### src/pkg/adsc_pkg.sv
// Shared constants, types and register layout of the acquisition sequencer control
package adsc_pkg;

	// Word addresses on the parallel bus (address bits 4..1)
	localparam logic [3:0] CTRL_WADDR = 4'h8;
	localparam logic [3:0] STAT_WADDR = 4'hA;
	localparam logic [1:0] SEC_RESERVED = 2'h3;

	// Global control register bit positions
	localparam int CFG_START = 0;
	localparam int CFG_RESET = 1;
	localparam int CFG_SHORT_CAL = 2;
	localparam int CFG_FULL_CAL = 3;
	localparam int CFG_STANDBY = 4;
	localparam int CFG_CHAN_MASK = 5;
	localparam int CFG_AZ_EACH = 6;
	localparam int CFG_SYNC_OUT = 7;
	localparam int CFG_SEC_LO = 8;
	localparam int CFG_TEST = 10;
	localparam int CFG_SELF_VERIFY_MODE = 11;

	// First instruction section fields
	localparam int INS_LOOP = 0;
	localparam int INS_PAUSE = 1;
	localparam int INS_VPOS_LO = 2;
	localparam int INS_VNEG_LO = 5;
	localparam int INS_SYNC = 8;
	localparam int INS_RES8 = 10;
	localparam int INS_WDOG = 11;
	localparam int INS_ACQ_LO = 12;

	// Limit section fields
	localparam int LIM_DIR = 9;

	// Status register fields
	localparam int ST_WDOG = 0;
	localparam int ST_SHORT_CAL = 3;
	localparam int ST_FULL_CAL = 4;
	localparam int ST_PAUSE = 5;
	localparam int ST_STANDBY = 7;
	localparam int ST_PTR_LO = 8;

	// Timing, in converter clocks unless named otherwise
	localparam int unsigned CNT_W = 21;
	localparam int unsigned ACQ_BASE_12 = 9;
	localparam int unsigned ACQ_BASE_8 = 2;
	localparam int unsigned SHORT_CAL_CYC = 76;
	localparam int unsigned FULL_CAL_CYC = 4944;
	localparam logic [1:0] RESET_HOLD_CYC = 2'h2;
	localparam int unsigned CLK_FREQ_MHZ = 125;
	localparam int unsigned SETTLE_TIME_US = 10000;
	localparam int unsigned SETTLE_CYC = SETTLE_TIME_US * CLK_FREQ_MHZ;

	// Sequencer states
	typedef enum logic [3:0] {
		S_IDLE = 4'h0, S_FETCH = 4'h1, S_AZ = 4'h2, S_SYNC = 4'h3, S_ACQ = 4'h4,
		S_CONV = 4'h5, S_WD1 = 4'h6, S_WD2 = 4'h7, S_CAL_SHORT = 4'h8, S_CAL_FULL = 4'h9
	} adsc_state_t;

	// Multiplexer routing in self_verify_mode
	typedef enum logic [1:0] {
		ROUTE_NORMAL = 2'h0, ROUTE_SELF_VERIFY_MODE_INPUTS = 2'h1, ROUTE_SELF_VERIFY_MODE_REF = 2'h2
	} adsc_route_t;

	// One bus cycle as seen by the device
	typedef struct packed {
		logic cs;
		logic rd;
		logic wr;
		logic [4:0] addr;
		logic [15:0] wdata;
	} adsc_bus_req_t;

	// Commands to the analog converter
	typedef struct packed {
		logic sample;
		logic start;
		logic res8;
		logic cal_short;
		logic cal_full;
		logic [2:0] vin_pos;
		logic [2:0] vin_neg;
		adsc_route_t route;
	} adsc_adc_ctl_t;

endpackage

### src/hw/adsc_ctrl.sv
// Sequencer control, global control register and instruction memory
`timescale 1ns/10ps
module adsc_ctrl #(
	parameter int unsigned FULL_CAL_CYCLES = adsc_pkg::FULL_CAL_CYC,
	parameter int unsigned SETTLE_CYCLES = adsc_pkg::SETTLE_CYC,
	parameter int unsigned NUM_INSTR = 8
) (
	// Clock and reset
	input wire logic sys_clk_in,
	input wire logic rst_in,
	// Parallel host bus
	input wire adsc_pkg::adsc_bus_req_t bus_req_in,
	input wire logic bus_width_select_in,
	output logic [15:0] bus_rdata_out,
	// Analog converter
	output adsc_pkg::adsc_adc_ctl_t adc_ctl_out,
	input wire logic adc_done_in,
	input wire logic [12:0] adc_result_in,
	// Conversion FIFO write side
	output logic fifo_wr_out,
	output logic [15:0] fifo_data_out,
	output logic fifo_clear_out,
	// Sync pin
	input wire logic sync_in,
	output logic sync_out,
	output logic sync_oe_n_out,
	// Power control and event flags
	output logic clk_gate_out,
	output logic [7:0] flags_out
);

	localparam int unsigned W = adsc_pkg::CNT_W;

	////////////////////////////////////////////////////////////////////////////////
	// Storage and state

	logic [15:0] instr_mem [NUM_INSTR][3];
	logic run, stop_pend, reset_bit, short_req, full_req, standby;
	logic chan_mask, az_each, sync_dir, test_bit, self_verify_mode_bit;
	logic [1:0] sec_ptr, rst_cnt;
	logic [2:0] ptr;
	logic [7:0] flags;
	logic sync_prev;
	logic signed [8:0] wd_sample;
	adsc_pkg::adsc_state_t state, next_state;

	////////////////////////////////////////////////////////////////////////////////
	// Bus decode

	wire logic [3:0] waddr = bus_req_in.addr[4:1];
	wire logic lo_lane = !bus_width_select_in || !bus_req_in.addr[0];
	wire logic hi_lane = !bus_width_select_in || bus_req_in.addr[0];
	wire logic wr_hit = bus_req_in.cs && bus_req_in.wr;
	wire logic rd_hit = bus_req_in.cs && bus_req_in.rd;
	wire logic ram_hit = !waddr[3];
	wire logic [2:0] ram_idx = waddr[2:0];
	wire logic sec_ok = (sec_ptr != adsc_pkg::SEC_RESERVED);
	wire logic ctrl_wr = wr_hit && (waddr == adsc_pkg::CTRL_WADDR);
	wire logic ctrl_cmd = ctrl_wr && lo_lane;
	wire logic stat_rd = rd_hit && (waddr == adsc_pkg::STAT_WADDR) && lo_lane;
	wire logic [15:0] ctrl_word = {4'h0, self_verify_mode_bit, test_bit, sec_ptr, sync_dir, az_each,
		chan_mask, standby, full_req, short_req, reset_bit, run};
	wire logic [15:0] stat_word = {5'h00, ptr, flags};
	wire logic [15:0] ram_word = sec_ok ? instr_mem[ram_idx][sec_ptr] : 16'h0000;
	wire logic [15:0] cur_word = ram_hit ? ram_word :
		(waddr == adsc_pkg::CTRL_WADDR) ? ctrl_word :
		(waddr == adsc_pkg::STAT_WADDR) ? stat_word : 16'h0000;
	// Byte writes merge into the stored word so the other lane keeps its value
	wire logic [15:0] wval = {hi_lane ? (bus_width_select_in ? bus_req_in.wdata[7:0]
		: bus_req_in.wdata[15:8]) : cur_word[15:8],
		lo_lane ? bus_req_in.wdata[7:0] : cur_word[7:0]};
	wire logic [15:0] next_rdata = !bus_width_select_in ? cur_word :
		bus_req_in.addr[0] ? {8'h00, cur_word[15:8]} : {8'h00, cur_word[7:0]};

	////////////////////////////////////////////////////////////////////////////////
	// Instruction fields and derived values

	wire logic [15:0] ins0 = instr_mem[ptr][0];
	wire logic [15:0] lim1 = instr_mem[ptr][1];
	wire logic [15:0] lim2 = instr_mem[ptr][2];
	wire logic ins_wdog = ins0[adsc_pkg::INS_WDOG];
	wire logic ins_short = ins0[adsc_pkg::INS_RES8] || ins_wdog;
	wire logic [3:0] acq_d = ins0[adsc_pkg::INS_ACQ_LO +: 4];
	wire logic [W-1:0] acq_cycles = W'(ins_short ? adsc_pkg::ACQ_BASE_8 : adsc_pkg::ACQ_BASE_12)
		+ W'({acq_d, 1'b0});
	wire logic self_verify_mode_on = self_verify_mode_bit && !test_bit;
	wire logic sync_rise = !sync_dir && sync_in && !sync_prev;
	wire logic need_sync = !sync_dir && ins0[adsc_pkg::INS_SYNC];
	wire logic conv_active = (state == adsc_pkg::S_ACQ) || (state == adsc_pkg::S_CONV) ||
		(state == adsc_pkg::S_WD1) || (state == adsc_pkg::S_WD2);
	wire logic hit1;
	wire logic hit2;
	wire logic cnt_done;
	wire logic settle_done;
	logic cnt_load;
	logic [W-1:0] cnt_value;
	logic instr_end;

	////////////////////////////////////////////////////////////////////////////////
	// Sequencer next state; calibrations wait in idle so they follow the instruction

	always_comb begin
		next_state = state;
		cnt_load = 1'b0;
		cnt_value = '0;
		instr_end = 1'b0;
		case (state)
			adsc_pkg::S_IDLE: begin
				if (standby || reset_bit) begin
					next_state = adsc_pkg::S_IDLE;
				end else if (short_req) begin
					next_state = adsc_pkg::S_CAL_SHORT;
					cnt_load = 1'b1;
					cnt_value = W'(adsc_pkg::SHORT_CAL_CYC);
				end else if (full_req) begin
					next_state = adsc_pkg::S_CAL_FULL;
					cnt_load = 1'b1;
					cnt_value = W'(FULL_CAL_CYCLES);
				end else if (run) begin
					next_state = adsc_pkg::S_FETCH;
				end
			end
			adsc_pkg::S_FETCH: begin
				if (ins0[adsc_pkg::INS_PAUSE]) begin
					next_state = adsc_pkg::S_IDLE;
					instr_end = 1'b1;
				end else if (az_each) begin
					next_state = adsc_pkg::S_AZ;
					cnt_load = 1'b1;
					cnt_value = W'(adsc_pkg::SHORT_CAL_CYC);
				end else if (need_sync) begin
					next_state = adsc_pkg::S_SYNC;
				end else begin
					next_state = adsc_pkg::S_ACQ;
					cnt_load = 1'b1;
					cnt_value = acq_cycles;
				end
			end
			adsc_pkg::S_AZ: begin
				if (cnt_done) begin
					next_state = need_sync ? adsc_pkg::S_SYNC : adsc_pkg::S_ACQ;
					cnt_load = !need_sync;
					cnt_value = acq_cycles;
				end
			end
			adsc_pkg::S_SYNC: begin
				if (sync_rise) begin
					next_state = adsc_pkg::S_ACQ;
					cnt_load = 1'b1;
					cnt_value = acq_cycles;
				end
			end
			adsc_pkg::S_ACQ: begin
				if (cnt_done) begin
					next_state = adsc_pkg::S_CONV;
				end
			end
			adsc_pkg::S_CONV: begin
				if (adc_done_in) begin
					next_state = ins_wdog ? adsc_pkg::S_WD1 : adsc_pkg::S_IDLE;
					instr_end = !ins_wdog;
				end
			end
			adsc_pkg::S_WD1: begin
				next_state = adsc_pkg::S_WD2;
			end
			adsc_pkg::S_WD2: begin
				next_state = adsc_pkg::S_IDLE;
				instr_end = 1'b1;
			end
			adsc_pkg::S_CAL_SHORT, adsc_pkg::S_CAL_FULL: begin
				if (cnt_done) begin
					next_state = adsc_pkg::S_IDLE;
				end
			end
			default: begin
				next_state = adsc_pkg::S_IDLE;
			end
		endcase
	end

	// Shared interval timer for acquisition, auto-zero and calibration
	adsc_down_count #(.W(W)) u_seq_cnt (
		.sys_clk_in(sys_clk_in),
		.rst_in(rst_in),
		.load_in(cnt_load),
		.value_in(cnt_value),
		.busy_out(),
		.done_out(cnt_done)
	);

	// Analog settling after standby release; a separate timer keeps the sequencer free
	adsc_down_count #(.W(W)) u_settle_cnt (
		.sys_clk_in(sys_clk_in),
		.rst_in(rst_in),
		.load_in(ctrl_cmd && standby && !wval[adsc_pkg::CFG_STANDBY]),
		.value_in(W'(SETTLE_CYCLES)),
		.busy_out(),
		.done_out(settle_done)
	);

	adsc_limit_cmp u_cmp1 (
		.sample_in(wd_sample),
		.section_in(lim1),
		.hit_out(hit1)
	);

	adsc_limit_cmp u_cmp2 (
		.sample_in(wd_sample),
		.section_in(lim2),
		.hit_out(hit2)
	);

	////////////////////////////////////////////////////////////////////////////////
	// Instruction memory; writable in standby as well

	for (genvar i = 0; i < NUM_INSTR; i++) begin : g_mem
		for (genvar s = 0; s < 3; s++) begin : g_sec
			wire logic we = wr_hit && ram_hit && (ram_idx == 3'(i)) && (sec_ptr == 2'(s));
			always_ff @(posedge sys_clk_in or posedge rst_in) begin
				if (rst_in) begin
					instr_mem[i][s] <= 16'h0000;
				end else if (we) begin
					instr_mem[i][s] <= wval;
				end
			end
		end
	end

	// Sequencer state; reset bit forces idle
	always_ff @(posedge sys_clk_in or posedge rst_in) begin
		if (rst_in) begin
			state <= adsc_pkg::S_IDLE;
		end else begin
			state <= reset_bit ? adsc_pkg::S_IDLE : next_state;
		end
	end

	// Reset bit: raised at power-up, on command, and held through standby
	always_ff @(posedge sys_clk_in or posedge rst_in) begin
		if (rst_in) begin
			reset_bit <= 1'b1;
			rst_cnt <= adsc_pkg::RESET_HOLD_CYC;
		end else if (ctrl_cmd && (wval[adsc_pkg::CFG_RESET] || wval[adsc_pkg::CFG_STANDBY]
				|| standby)) begin
			reset_bit <= 1'b1;
			rst_cnt <= adsc_pkg::RESET_HOLD_CYC;
		end else if (reset_bit && !standby) begin
			reset_bit <= (rst_cnt != 2'h1);
			rst_cnt <= rst_cnt - 2'h1;
		end
	end

	// Control bits other than the commands
	always_ff @(posedge sys_clk_in or posedge rst_in) begin
		if (rst_in) begin
			{standby, chan_mask, az_each, sync_dir} <= 4'h0;
			{sec_ptr, test_bit, self_verify_mode_bit} <= 4'h0;
		end else if (ctrl_wr) begin
			if (lo_lane) begin
				standby <= wval[adsc_pkg::CFG_STANDBY];
				chan_mask <= wval[adsc_pkg::CFG_CHAN_MASK];
				az_each <= wval[adsc_pkg::CFG_AZ_EACH];
				sync_dir <= wval[adsc_pkg::CFG_SYNC_OUT];
			end
			if (hi_lane) begin
				sec_ptr <= wval[adsc_pkg::CFG_SEC_LO +: 2];
				test_bit <= wval[adsc_pkg::CFG_TEST];
				self_verify_mode_bit <= wval[adsc_pkg::CFG_SELF_VERIFY_MODE];
			end
		end
	end

	// Run, stop request and calibration requests
	always_ff @(posedge sys_clk_in or posedge rst_in) begin
		if (rst_in) begin
			{run, stop_pend, short_req, full_req} <= 4'h0;
		end else if (reset_bit) begin
			{run, stop_pend} <= 2'h0;
		end else begin
			if (ctrl_cmd) begin
				run <= wval[adsc_pkg::CFG_START] || (run && state != adsc_pkg::S_IDLE);
				stop_pend <= !wval[adsc_pkg::CFG_START];
			end else if (instr_end && (stop_pend || ins0[adsc_pkg::INS_PAUSE])) begin
				{run, stop_pend} <= 2'h0;
			end
			short_req <= (ctrl_cmd && wval[adsc_pkg::CFG_SHORT_CAL]) ||
				(short_req && !(state == adsc_pkg::S_CAL_SHORT && cnt_done));
			full_req <= (ctrl_cmd && wval[adsc_pkg::CFG_FULL_CAL]) ||
				(full_req && !(state == adsc_pkg::S_CAL_FULL && cnt_done));
		end
	end

	// Instruction pointer: loop bit wraps to the first instruction
	always_ff @(posedge sys_clk_in or posedge rst_in) begin
		if (rst_in) begin
			ptr <= 3'h0;
		end else if (reset_bit) begin
			ptr <= 3'h0;
		end else if (instr_end) begin
			ptr <= ins0[adsc_pkg::INS_LOOP] ? 3'h0 : ptr + 3'h1;
		end
	end

	// Event flags; a new event beats a clearing read in the same cycle
	wire logic [7:0] flag_set = {settle_done, 1'b0,
		(state == adsc_pkg::S_FETCH) && ins0[adsc_pkg::INS_PAUSE],
		(state == adsc_pkg::S_CAL_FULL) && cnt_done,
		(state == adsc_pkg::S_CAL_SHORT) && cnt_done, 2'h0,
		((state == adsc_pkg::S_WD1) && hit1) || ((state == adsc_pkg::S_WD2) && hit2)};
	always_ff @(posedge sys_clk_in or posedge rst_in) begin
		if (rst_in) begin
			flags <= 8'h00;
		end else if (reset_bit) begin
			flags <= {flag_set[adsc_pkg::ST_STANDBY], 7'h00};
		end else begin
			flags <= flag_set | (stat_rd ? 8'h00 : flags);
		end
	end

	// Outputs that come from flip-flops
	always_ff @(posedge sys_clk_in or posedge rst_in) begin
		if (rst_in) begin
			bus_rdata_out <= 16'h0000;
			fifo_wr_out <= 1'b0;
			fifo_data_out <= 16'h0000;
			sync_out <= 1'b0;
			sync_prev <= 1'b0;
			wd_sample <= 9'sh000;
		end else begin
			bus_rdata_out <= rd_hit ? next_rdata : 16'h0000;
			fifo_wr_out <= (state == adsc_pkg::S_CONV) && adc_done_in && !ins_wdog;
			fifo_data_out <= {chan_mask ? {3{adc_result_in[12]}} : ptr, adc_result_in};
			sync_out <= sync_dir && conv_active;
			sync_prev <= sync_in;
			wd_sample <= adc_done_in ? $signed(adc_result_in[12:4]) : wd_sample;
		end
	end

	////////////////////////////////////////////////////////////////////////////////
	// Combinational outputs

	wire logic [2:0] vpos = ins0[adsc_pkg::INS_VPOS_LO +: 3];
	assign adc_ctl_out.sample = (state == adsc_pkg::S_ACQ);
	assign adc_ctl_out.start = (state == adsc_pkg::S_ACQ) && cnt_done;
	assign adc_ctl_out.res8 = ins_short;
	assign adc_ctl_out.cal_short = (state == adsc_pkg::S_CAL_SHORT) || (state == adsc_pkg::S_AZ);
	assign adc_ctl_out.cal_full = (state == adsc_pkg::S_CAL_FULL);
	assign adc_ctl_out.vin_pos = vpos;
	assign adc_ctl_out.vin_neg = ins0[adsc_pkg::INS_VNEG_LO +: 3];
	assign adc_ctl_out.route = !self_verify_mode_on ? adsc_pkg::ROUTE_NORMAL :
		(vpos == 3'h0) ? adsc_pkg::ROUTE_SELF_VERIFY_MODE_INPUTS :
		(vpos == 3'h1) ? adsc_pkg::ROUTE_SELF_VERIFY_MODE_REF : adsc_pkg::ROUTE_NORMAL;
	assign sync_oe_n_out = !sync_dir;
	assign fifo_clear_out = reset_bit;
	assign clk_gate_out = standby;
	assign flags_out = flags;

	////////////////////////////////////////////////////////////////////////////////
	// Checks

	logic [W-1:0] state_len;
	always_ff @(posedge sys_clk_in or posedge rst_in) begin
		if (rst_in) begin
			state_len <= '0;
		end else begin
			state_len <= (next_state != state || reset_bit) ? '0 : state_len + 1'b1;
		end
	end
	wire logic leaving = (next_state != state) && !reset_bit;

	acq_length_a: assert property (@(posedge sys_clk_in) disable iff (rst_in)
		(state == adsc_pkg::S_ACQ && leaving) |-> (state_len == acq_cycles - 1'b1))
		else $error("acquisition length wrong");
	short_cal_len_a: assert property (@(posedge sys_clk_in) disable iff (rst_in)
		(state == adsc_pkg::S_CAL_SHORT && leaving) |-> (state_len == W'(75))
		##1 (flags[adsc_pkg::ST_SHORT_CAL] && !short_req))
		else $error("short auto-zero length or flag wrong");
	full_cal_len_a: assert property (@(posedge sys_clk_in) disable iff (rst_in)
		(state == adsc_pkg::S_CAL_FULL && leaving) |->
		(state_len == W'(FULL_CAL_CYCLES - 1)) ##1 flags[adsc_pkg::ST_FULL_CAL])
		else $error("full calibration length or flag wrong");
	reset_hold_a: assert property (@(posedge sys_clk_in) disable iff (rst_in)
		(ctrl_cmd && wval[adsc_pkg::CFG_RESET] && !wval[adsc_pkg::CFG_STANDBY] && !standby)
		##1 !ctrl_wr [*2] |-> (reset_bit && !run && ptr == 3'h0 && $past(reset_bit)) ##1 !reset_bit)
		else $error("reset bit hold wrong");
	wdog_order_a: assert property (@(posedge sys_clk_in) disable iff (rst_in)
		(state == adsc_pkg::S_CONV && adc_done_in && ins_wdog && !reset_bit) |=>
		(state == adsc_pkg::S_WD1) ##1 (state == adsc_pkg::S_WD2))
		else $error("watchdog compare order wrong");
	fifo_tag_a: assert property (@(posedge sys_clk_in) disable iff (rst_in)
		(fifo_wr_out && !$past(chan_mask)) |-> (fifo_data_out[15:13] == $past(ptr)))
		else $error("fifo pointer tag wrong");
	sync_hold_a: assert property (@(posedge sys_clk_in) disable iff (rst_in)
		(sync_dir && $rose(adc_ctl_out.start)) |=> sync_out throughout (conv_active [*2]))
		else $error("sync output not held");
	section_guard_a: assert property (@(posedge sys_clk_in) disable iff (rst_in)
		(wr_hit && ram_hit && !sec_ok && !instr_end && !reset_bit) |=> $stable(ins0))
		else $error("reserved section altered memory");
	stop_after_a: assert property (@(posedge sys_clk_in) disable iff (rst_in)
		(instr_end && stop_pend && !ctrl_wr && !reset_bit) |=> !run && !ctrl_word[0])
		else $error("stop not honoured");

	short_cal_c: cover property (@(posedge sys_clk_in) disable iff (rst_in)
		state == adsc_pkg::S_CAL_SHORT ##1 state == adsc_pkg::S_IDLE);
	wdog_hit_c: cover property (@(posedge sys_clk_in) disable iff (rst_in)
		state == adsc_pkg::S_WD2 && hit2);
	standby_c: cover property (@(posedge sys_clk_in) disable iff (rst_in) settle_done);

endmodule

### src/hw/adsc_down_count.sv
// Loadable down counter that flags the last cycle of a timed interval
`timescale 1ns/10ps
module adsc_down_count #(
	parameter int unsigned W = 21
) (
	// Clock and reset
	input wire logic sys_clk_in,
	input wire logic rst_in,
	// Control
	input wire logic load_in,
	input wire logic [W-1:0] value_in,
	// Status
	output logic busy_out,
	output logic done_out
);

	logic [W-1:0] count;

	// Interval of value_in cycles; done marks its final cycle
	always_ff @(posedge sys_clk_in or posedge rst_in) begin
		if (rst_in) begin
			count <= '0;
		end else if (load_in) begin
			count <= value_in;
		end else if (count != '0) begin
			count <= count - 1'b1;
		end
	end

	assign busy_out = (count != '0);
	// Left free of load_in: the sequencer reloads on done, and a gated done would loop
	assign done_out = (count == W'(1));

endmodule

### src/hw/adsc_limit_cmp.sv
// Watchdog comparison of one sample against one limit section
`timescale 1ns/10ps
module adsc_limit_cmp (
	// Sample and limit
	input wire logic signed [8:0] sample_in,
	input wire logic [15:0] section_in,
	// Result
	output logic hit_out
);

	// Bits 8..0 read as a 9-bit two's complement limit, sign in bit 8
	wire logic signed [8:0] limit = $signed(section_in[8:0]);
	wire logic above_mode = section_in[adsc_pkg::LIM_DIR];

	assign hit_out = above_mode ? (sample_in > limit) : (sample_in < limit);

endmodule

### config.mk
export PLATFORM = sky130hd
export DESIGN_NAME = adsc_ctrl
export DESIGN_NICKNAME = d
export VERILOG_FILES = /design/src/pkg/adsc_pkg.sv /design/src/hw/adsc_ctrl.sv /design/src/hw/adsc_down_count.sv /design/src/hw/adsc_limit_cmp.sv
export SDC_FILE = /design/constraint.sdc
export NUM_CORES = 1
export LEC_CHECK = 0
export BUFFER_PORTS_ARGS = -buffer_cell sky130_fd_sc_hd__buf_2
export CORE_ASPECT_RATIO = 0.8
export CORE_MARGIN = 4
export CORE_UTILIZATION = 50
export DETAILED_ROUTE_END_ITERATION = 16
export PLACE_DENSITY = 0.66
export SLEW_MARGIN = 20
export SYNTH_ARGS = -nofsm -noshare
export SYNTH_HDL_FRONTEND = slang
export SYNTH_SLANG_ARGS = --single-unit
export TNS_END_PERCENT = 50
### constraint.sdc
create_clock -name sys_clk_in -period 45.6 [get_ports sys_clk_in]
set_input_delay 13.68 -clock sys_clk_in [delete_from_list [all_inputs] [get_ports sys_clk_in]]
set_output_delay 13.68 -clock sys_clk_in [all_outputs]
set_load 0.05 [all_outputs]
==> Word-level counts from Yosys, hierarchy flattened <==
Cells that the tools add are included.
{ "word_totals": {"output_inout_bits": 58, "wordCells": 281, "in_bits": 42, "ff_bits": 500} }
{ "classes": {"n_bitwise": 4, "eq_ne": 31, "n_lt_le_gt_ge": 7, "n_reduce_logical": 106, "mux": 80, "add_sub_neg": 5} }
{ "op_table": {"columns": ["op", "n"], "rows": [
  ["$bmux 48 s3", 2],
  ["$mux 48", 4],
  ["$mux 16", 6],
  ["$mux 21", 4],
  ["$logic_and 1x1->1", 62],
  ["$pmux 13 s4", 1],
  ["$mux 8", 6],
  ["$mux 4", 11],
  ["$eq 21x1->1 const B", 2],
  ["$reduce_bool 21->1", 2],
  ["$sub 21x1->21 const B", 2],
  ["$mux 13", 3],
  ["$bmux 16 s2", 1],
  ["$pmux 4 s8", 1],
  ["$mux 3", 8],
  ["$mux 1", 19],
  ["$gt 9x9->1", 2],
  ["$lt 9x9->1", 2],
  ["$mux 6", 3],
  ["$eq 4x3->1 const B", 4],
  ["$eq 4x4->1 const B", 4],
  ["$logic_or 1x1->1", 15],
  ["$mux 7", 2],
  ["$logic_not 1->1", 13],
  ["other kinds (34)", 54]
]} }

==> Logic depth before layout (Yosys ltp) <==
{ "logic_depth": {"word_depth": 14, "mapped_depth": 16} }

==> Modules after synthesis <==
From an unflattened synthesis, not the netlist that was laid out.
{ "hier_totals": {"hier_cells": 2615, "hier_area_um2": 27214.9} }
{ "by_module_without_submodules": {"columns": ["mod", "cells_each", "n_inst", "seq_area_each_um2", "area_per_inst_um2"], "rows": [
  ["adsc_ctrl", 2257, 1, 11388.4, 24081.8],
  ["adsc_down_count", 146, 2, 525.5, 1315.0],
  ["adsc_limit_cmp", 33, 2, 0.0, 251.5]
]} }

==> Least setup slack after synthesis <==
OpenSTA, ideal clock, no wires.
{ "synth_path": {"path_type": "reg2out", "startpoint": "reg ptr[0]", "endpoint": "out adc_ctl_out[1] in the netlist's numbering", "path_stages_with_launch": 9, "arrival_ns": 3.361, "path_slack_ns": 28.559, "cell_sequence": "dfrtp_1 > buf_2 > buf_2 > clkbuf_1 > mux4_2 > nand2_1 > nand2_1 > or4b_2 > a21oi_1"} }
{ "synth_rtl": {"columns": ["element", "line", "source"], "rows": [
  ["start: declaration", "adsc_ctrl.sv:41", "logic [2:0] ptr;"],
  ["start signal: assignment", "adsc_ctrl.sv:301", "ptr <= ins0[adsc_pkg::INS_LOOP] ? 3'h0 : ptr + 3'h1;"],
  ["end: declaration", "adsc_ctrl.sv:16", "output adsc_pkg::adsc_adc_ctl_t adc_ctl_out,"]
]} }

==> results.toml <==
[synthesis]
ys_warn_count = 0
syn_area_um2 = 25600
synth_edf_count = 0
synthArstFlopShare_pct = 100
synth_cell_types = 84
synth-main-ff-cell = "dfrtp_1"
post_synth.cell_area_avg_um2 = 10.9
yosysSeqAreaShare_pct = 48.6
syn_inst = 2356
ys_seq_elements = 497

[timing]
hold_viol_final = 0
skew_ns = 0.0211
setup_viol = 0
tns_ns = 0
worst-slew-pin-transition_ns = 1.15
fmax_mhz = 57.8
drv_slew = 0
period_minus_slack_ns = 17.29
max-slew-margin-rel_pct = 22.8
period_share_pct = 37.9
rsz0062_at_grt = "no"
fin_ws_ns = 28.31

[floorplanning]
rows = 73
io_pins = 100
die_area_um2 = 54900
die_y_um = 210
core-area_um2 = 50100
die_w_um = 261
start_util_pct = 51.0

[final_layout]
fin_cells = 3105
fin_area_um2 = 28400
fillers = 4200
drive_gt1_share_pct = 21.5
syn2layout_area_growth_pct = 11.0
mostFrequentLayoutCell = "dfrtp_1"
mostFrequentLayoutCells = "dfrtp_1, nand2_1, o21ai_0"
layout.nets = 2458

[min_path]
min-delay-start = "instr_mem[27]"
holdPathEnd = "instr_mem[27]"
hold_path.class = "reg2reg"
worstHoldPathCells = 2

[worst_setup_path]
critPathRequiredTime_ns = 31.92
cp_cell_sequence = "buf_4 -> inv_2 -> buf_4 -> nand2_1 -> nand2_1 -> or4b_2 -> a21oi_1 -> buf_2"
arrival_ns = 3.61
cp_top_family = "buffers and inverters"
crit_buf_inv = 4
end_kind = "output pin"
criticalPathCategory = "reg2out"
startpoint_type = "flop"
r2r-start = "ptr[1]"
rr_endpoint = "flags_out[0]"
cp_slowest_stage_delay_ns = 0.72
slowest_stage = "or4b_2"
r2r_slack_ns = 40.97
cp_max_fo = 21
rr_worst_depth = 11

[grt]
grt-ovfl-total = 0
antenna_found_initial = 1
grt_pass1_wl_um = 116000
grt_max_degree = 153
grtUsageTotal_pct = 27.8
grt_pass1_vias = 18900

[pwr]
power_frac_seq_pct = 41.4
clkPwrFrac_pct = 34.3
p_comb_share_pct = 24.4
p_sw_mw = 0.450
power_leakage_nw = 12.8
p_sw_share_pct = 32.6
power.density_nw_per_um2 = 48.6
p_int_mw = 0.931
peakVddDrop_mv = 0.0348

[clocking]
cts_tree = "yes"
cts-resized-gates = 0
clock_latency_ns = 0.60
numCtsBuffers = 51
clk_pin_slew_ns = 0.06
cts_hold_buffers = 0
numClockSinks = 497
post-cts-setup-buffers = 0
clock_path_buffers = 3
htreeDepth = 2
cts_root_buffer = "clkbuf_16"

[placement]
gp_congestion = 0.954
post-place-ws_ns = 27.41
hpwlAfterDp_um = 49700
numPortBuffers = 96
dpl_cell_area_um2 = 26500
place_inst = 3010

[run]
drv_cap = 0

[route]
dr.pass1.iters = 5
wl_um = 75800
viasPerCell = 6.17
drtIter0Drc = 2079
drc = 0
wl_per_cell_um = 24.4
final_antenna_net_count = 0
vias = 19200

[outcome]
status = "finished, final reports clean"
==> worst max path at each step <==
stage                 from        endpoint  depth (start not counted)
global placement    rst_in  instr_mem[111]                          6
CTS                 rst_in  instr_mem[303]                          6
floorplan           rst_in         az_each                          1
detailed placement  rst_in   instr_mem[15]                          6
finish              ptr[2]  adc_ctl_out[1]                          8
global route        rst_in   instr_mem[61]                          7
==> power by group through the flow <==
stage / logic [mW] / clock network (mW) / registers (mW)
6_report: 0.337 / 0.473 / 0.571
5_1_grt: 0.367 / 0.499 / 0.580
4_1_cts: 0.334 / 0.480 / 0.570
3_5_place_dp: 0.333 / 0 / 0.577
3_3_place_gp: 0.323 / 0 / 0.573
2_1_floorplan: 0.255 / 0 / 0.555
==> flip-flops by register name, summed over array words and instances (netlist names), 2 cells and up <==
register	flops
u_settle_cnt.count	21
ptr	3
state	4
bus_rdata_out	16
rst_cnt	2
sec_ptr	2
fifo_data_out	16
flags_out	5
wd_sample	9
instr_mem	384
u_seq_cnt.count	21
==> layer usage <==
layer	track usage (%)	wire length [um]
met1	41.2	32600
met2	40.4	33300
met3	7.95	7880
met4	7.94	2040
met5	0	0
==> cells by family after synthesis <==
logic type                 Yosys count  synth area share, %
muxes                              354                 21.1
buffers and inverters              192                 3.80
adders and majority gates           27                 1.32
and+or+nand+nor                    738                 12.4
xor gates and xnor gates            35                 1.20
DFF                                497                 48.6
AOI/OAI and AO/OA                  512                 11.5
other                                1               0.0147
==> layout make-up <==
type                    instances  area, um2  share of cell area [%]
diodes                          1       2.50                 0.00881
clock buffers                  66       1480                    5.19
clock inverters                27        432                    1.52
inverters                      20       82.6                   0.291
multi-input cells            1669      12200                    42.9
flip-flops and latches        497      12400                    43.8
well taps                     675        845                    2.97
repair buffers                150        930                    3.27
==> tightest hold or removal path, cell delays in order, from the launching register on <==
cell and delay (ns):
dfrtp_1 0.33, nand2_1 0.05, o21ai_0 0.06
==> metrics by stage <==
stage / power (mW) / util (%) / hold WS, ns
floorplan: 0.810 / - / 0.442
global placement: 0.896 / 52.8 / 0.454
detailed placement: 0.910 / 52.8 / 0.466
CTS: 1.38 / 56.6 / 0.479
global route: 1.45 / 56.7 / 0.506
finish: 1.38 / 56.7 / 0.477
==> synth_stat cells, drive strengths merged, types with 5 or more instances <==
| library cell | number | share of area (%) |
|---|---|---|
| dfrtp | 495 | 48 |
| nand2 | 441 | 6.5 |
| o21ai | 330 | 6.5 |
| mux4 | 133 | 12 |
| mux2 | 130 | 5.7 |
| nor2 | 127 | 1.9 |
| clkbuf | 104 | 1.6 |
| mux2i | 91 | 3.6 |
| buf | 68 | 2.0 |
| a21oi | 64 | 1.3 |
| nor3 | 45 | 0.92 |
| nand3 | 33 | 0.65 |
| ha | 27 | 1.3 |
| o22ai | 22 | 0.54 |
| inv | 20 | 0.29 |
| xnor2 | 19 | 0.65 |
| nor2b | 16 | 0.39 |
| xor2 | 16 | 0.55 |
| nand2b | 12 | 0.29 |
| nor4 | 10 | 0.29 |
| or3 | 10 | 0.24 |
| a211oi | 9 | 0.26 |
| a31oi | 9 | 0.22 |
| and2 | 8 | 0.20 |
| a22o | 7 | 0.24 |
| o221ai | 7 | 0.24 |
| a221oi | 6 | 0.30 |
| and3 | 6 | 0.15 |
| or4 | 6 | 0.18 |
| a21o | 5 | 0.15 |
| a22oi | 5 | 0.15 |
| o211ai | 5 | 0.15 |
| o32ai | 5 | 0.17 |
Power figures use the tool's default switching activity.
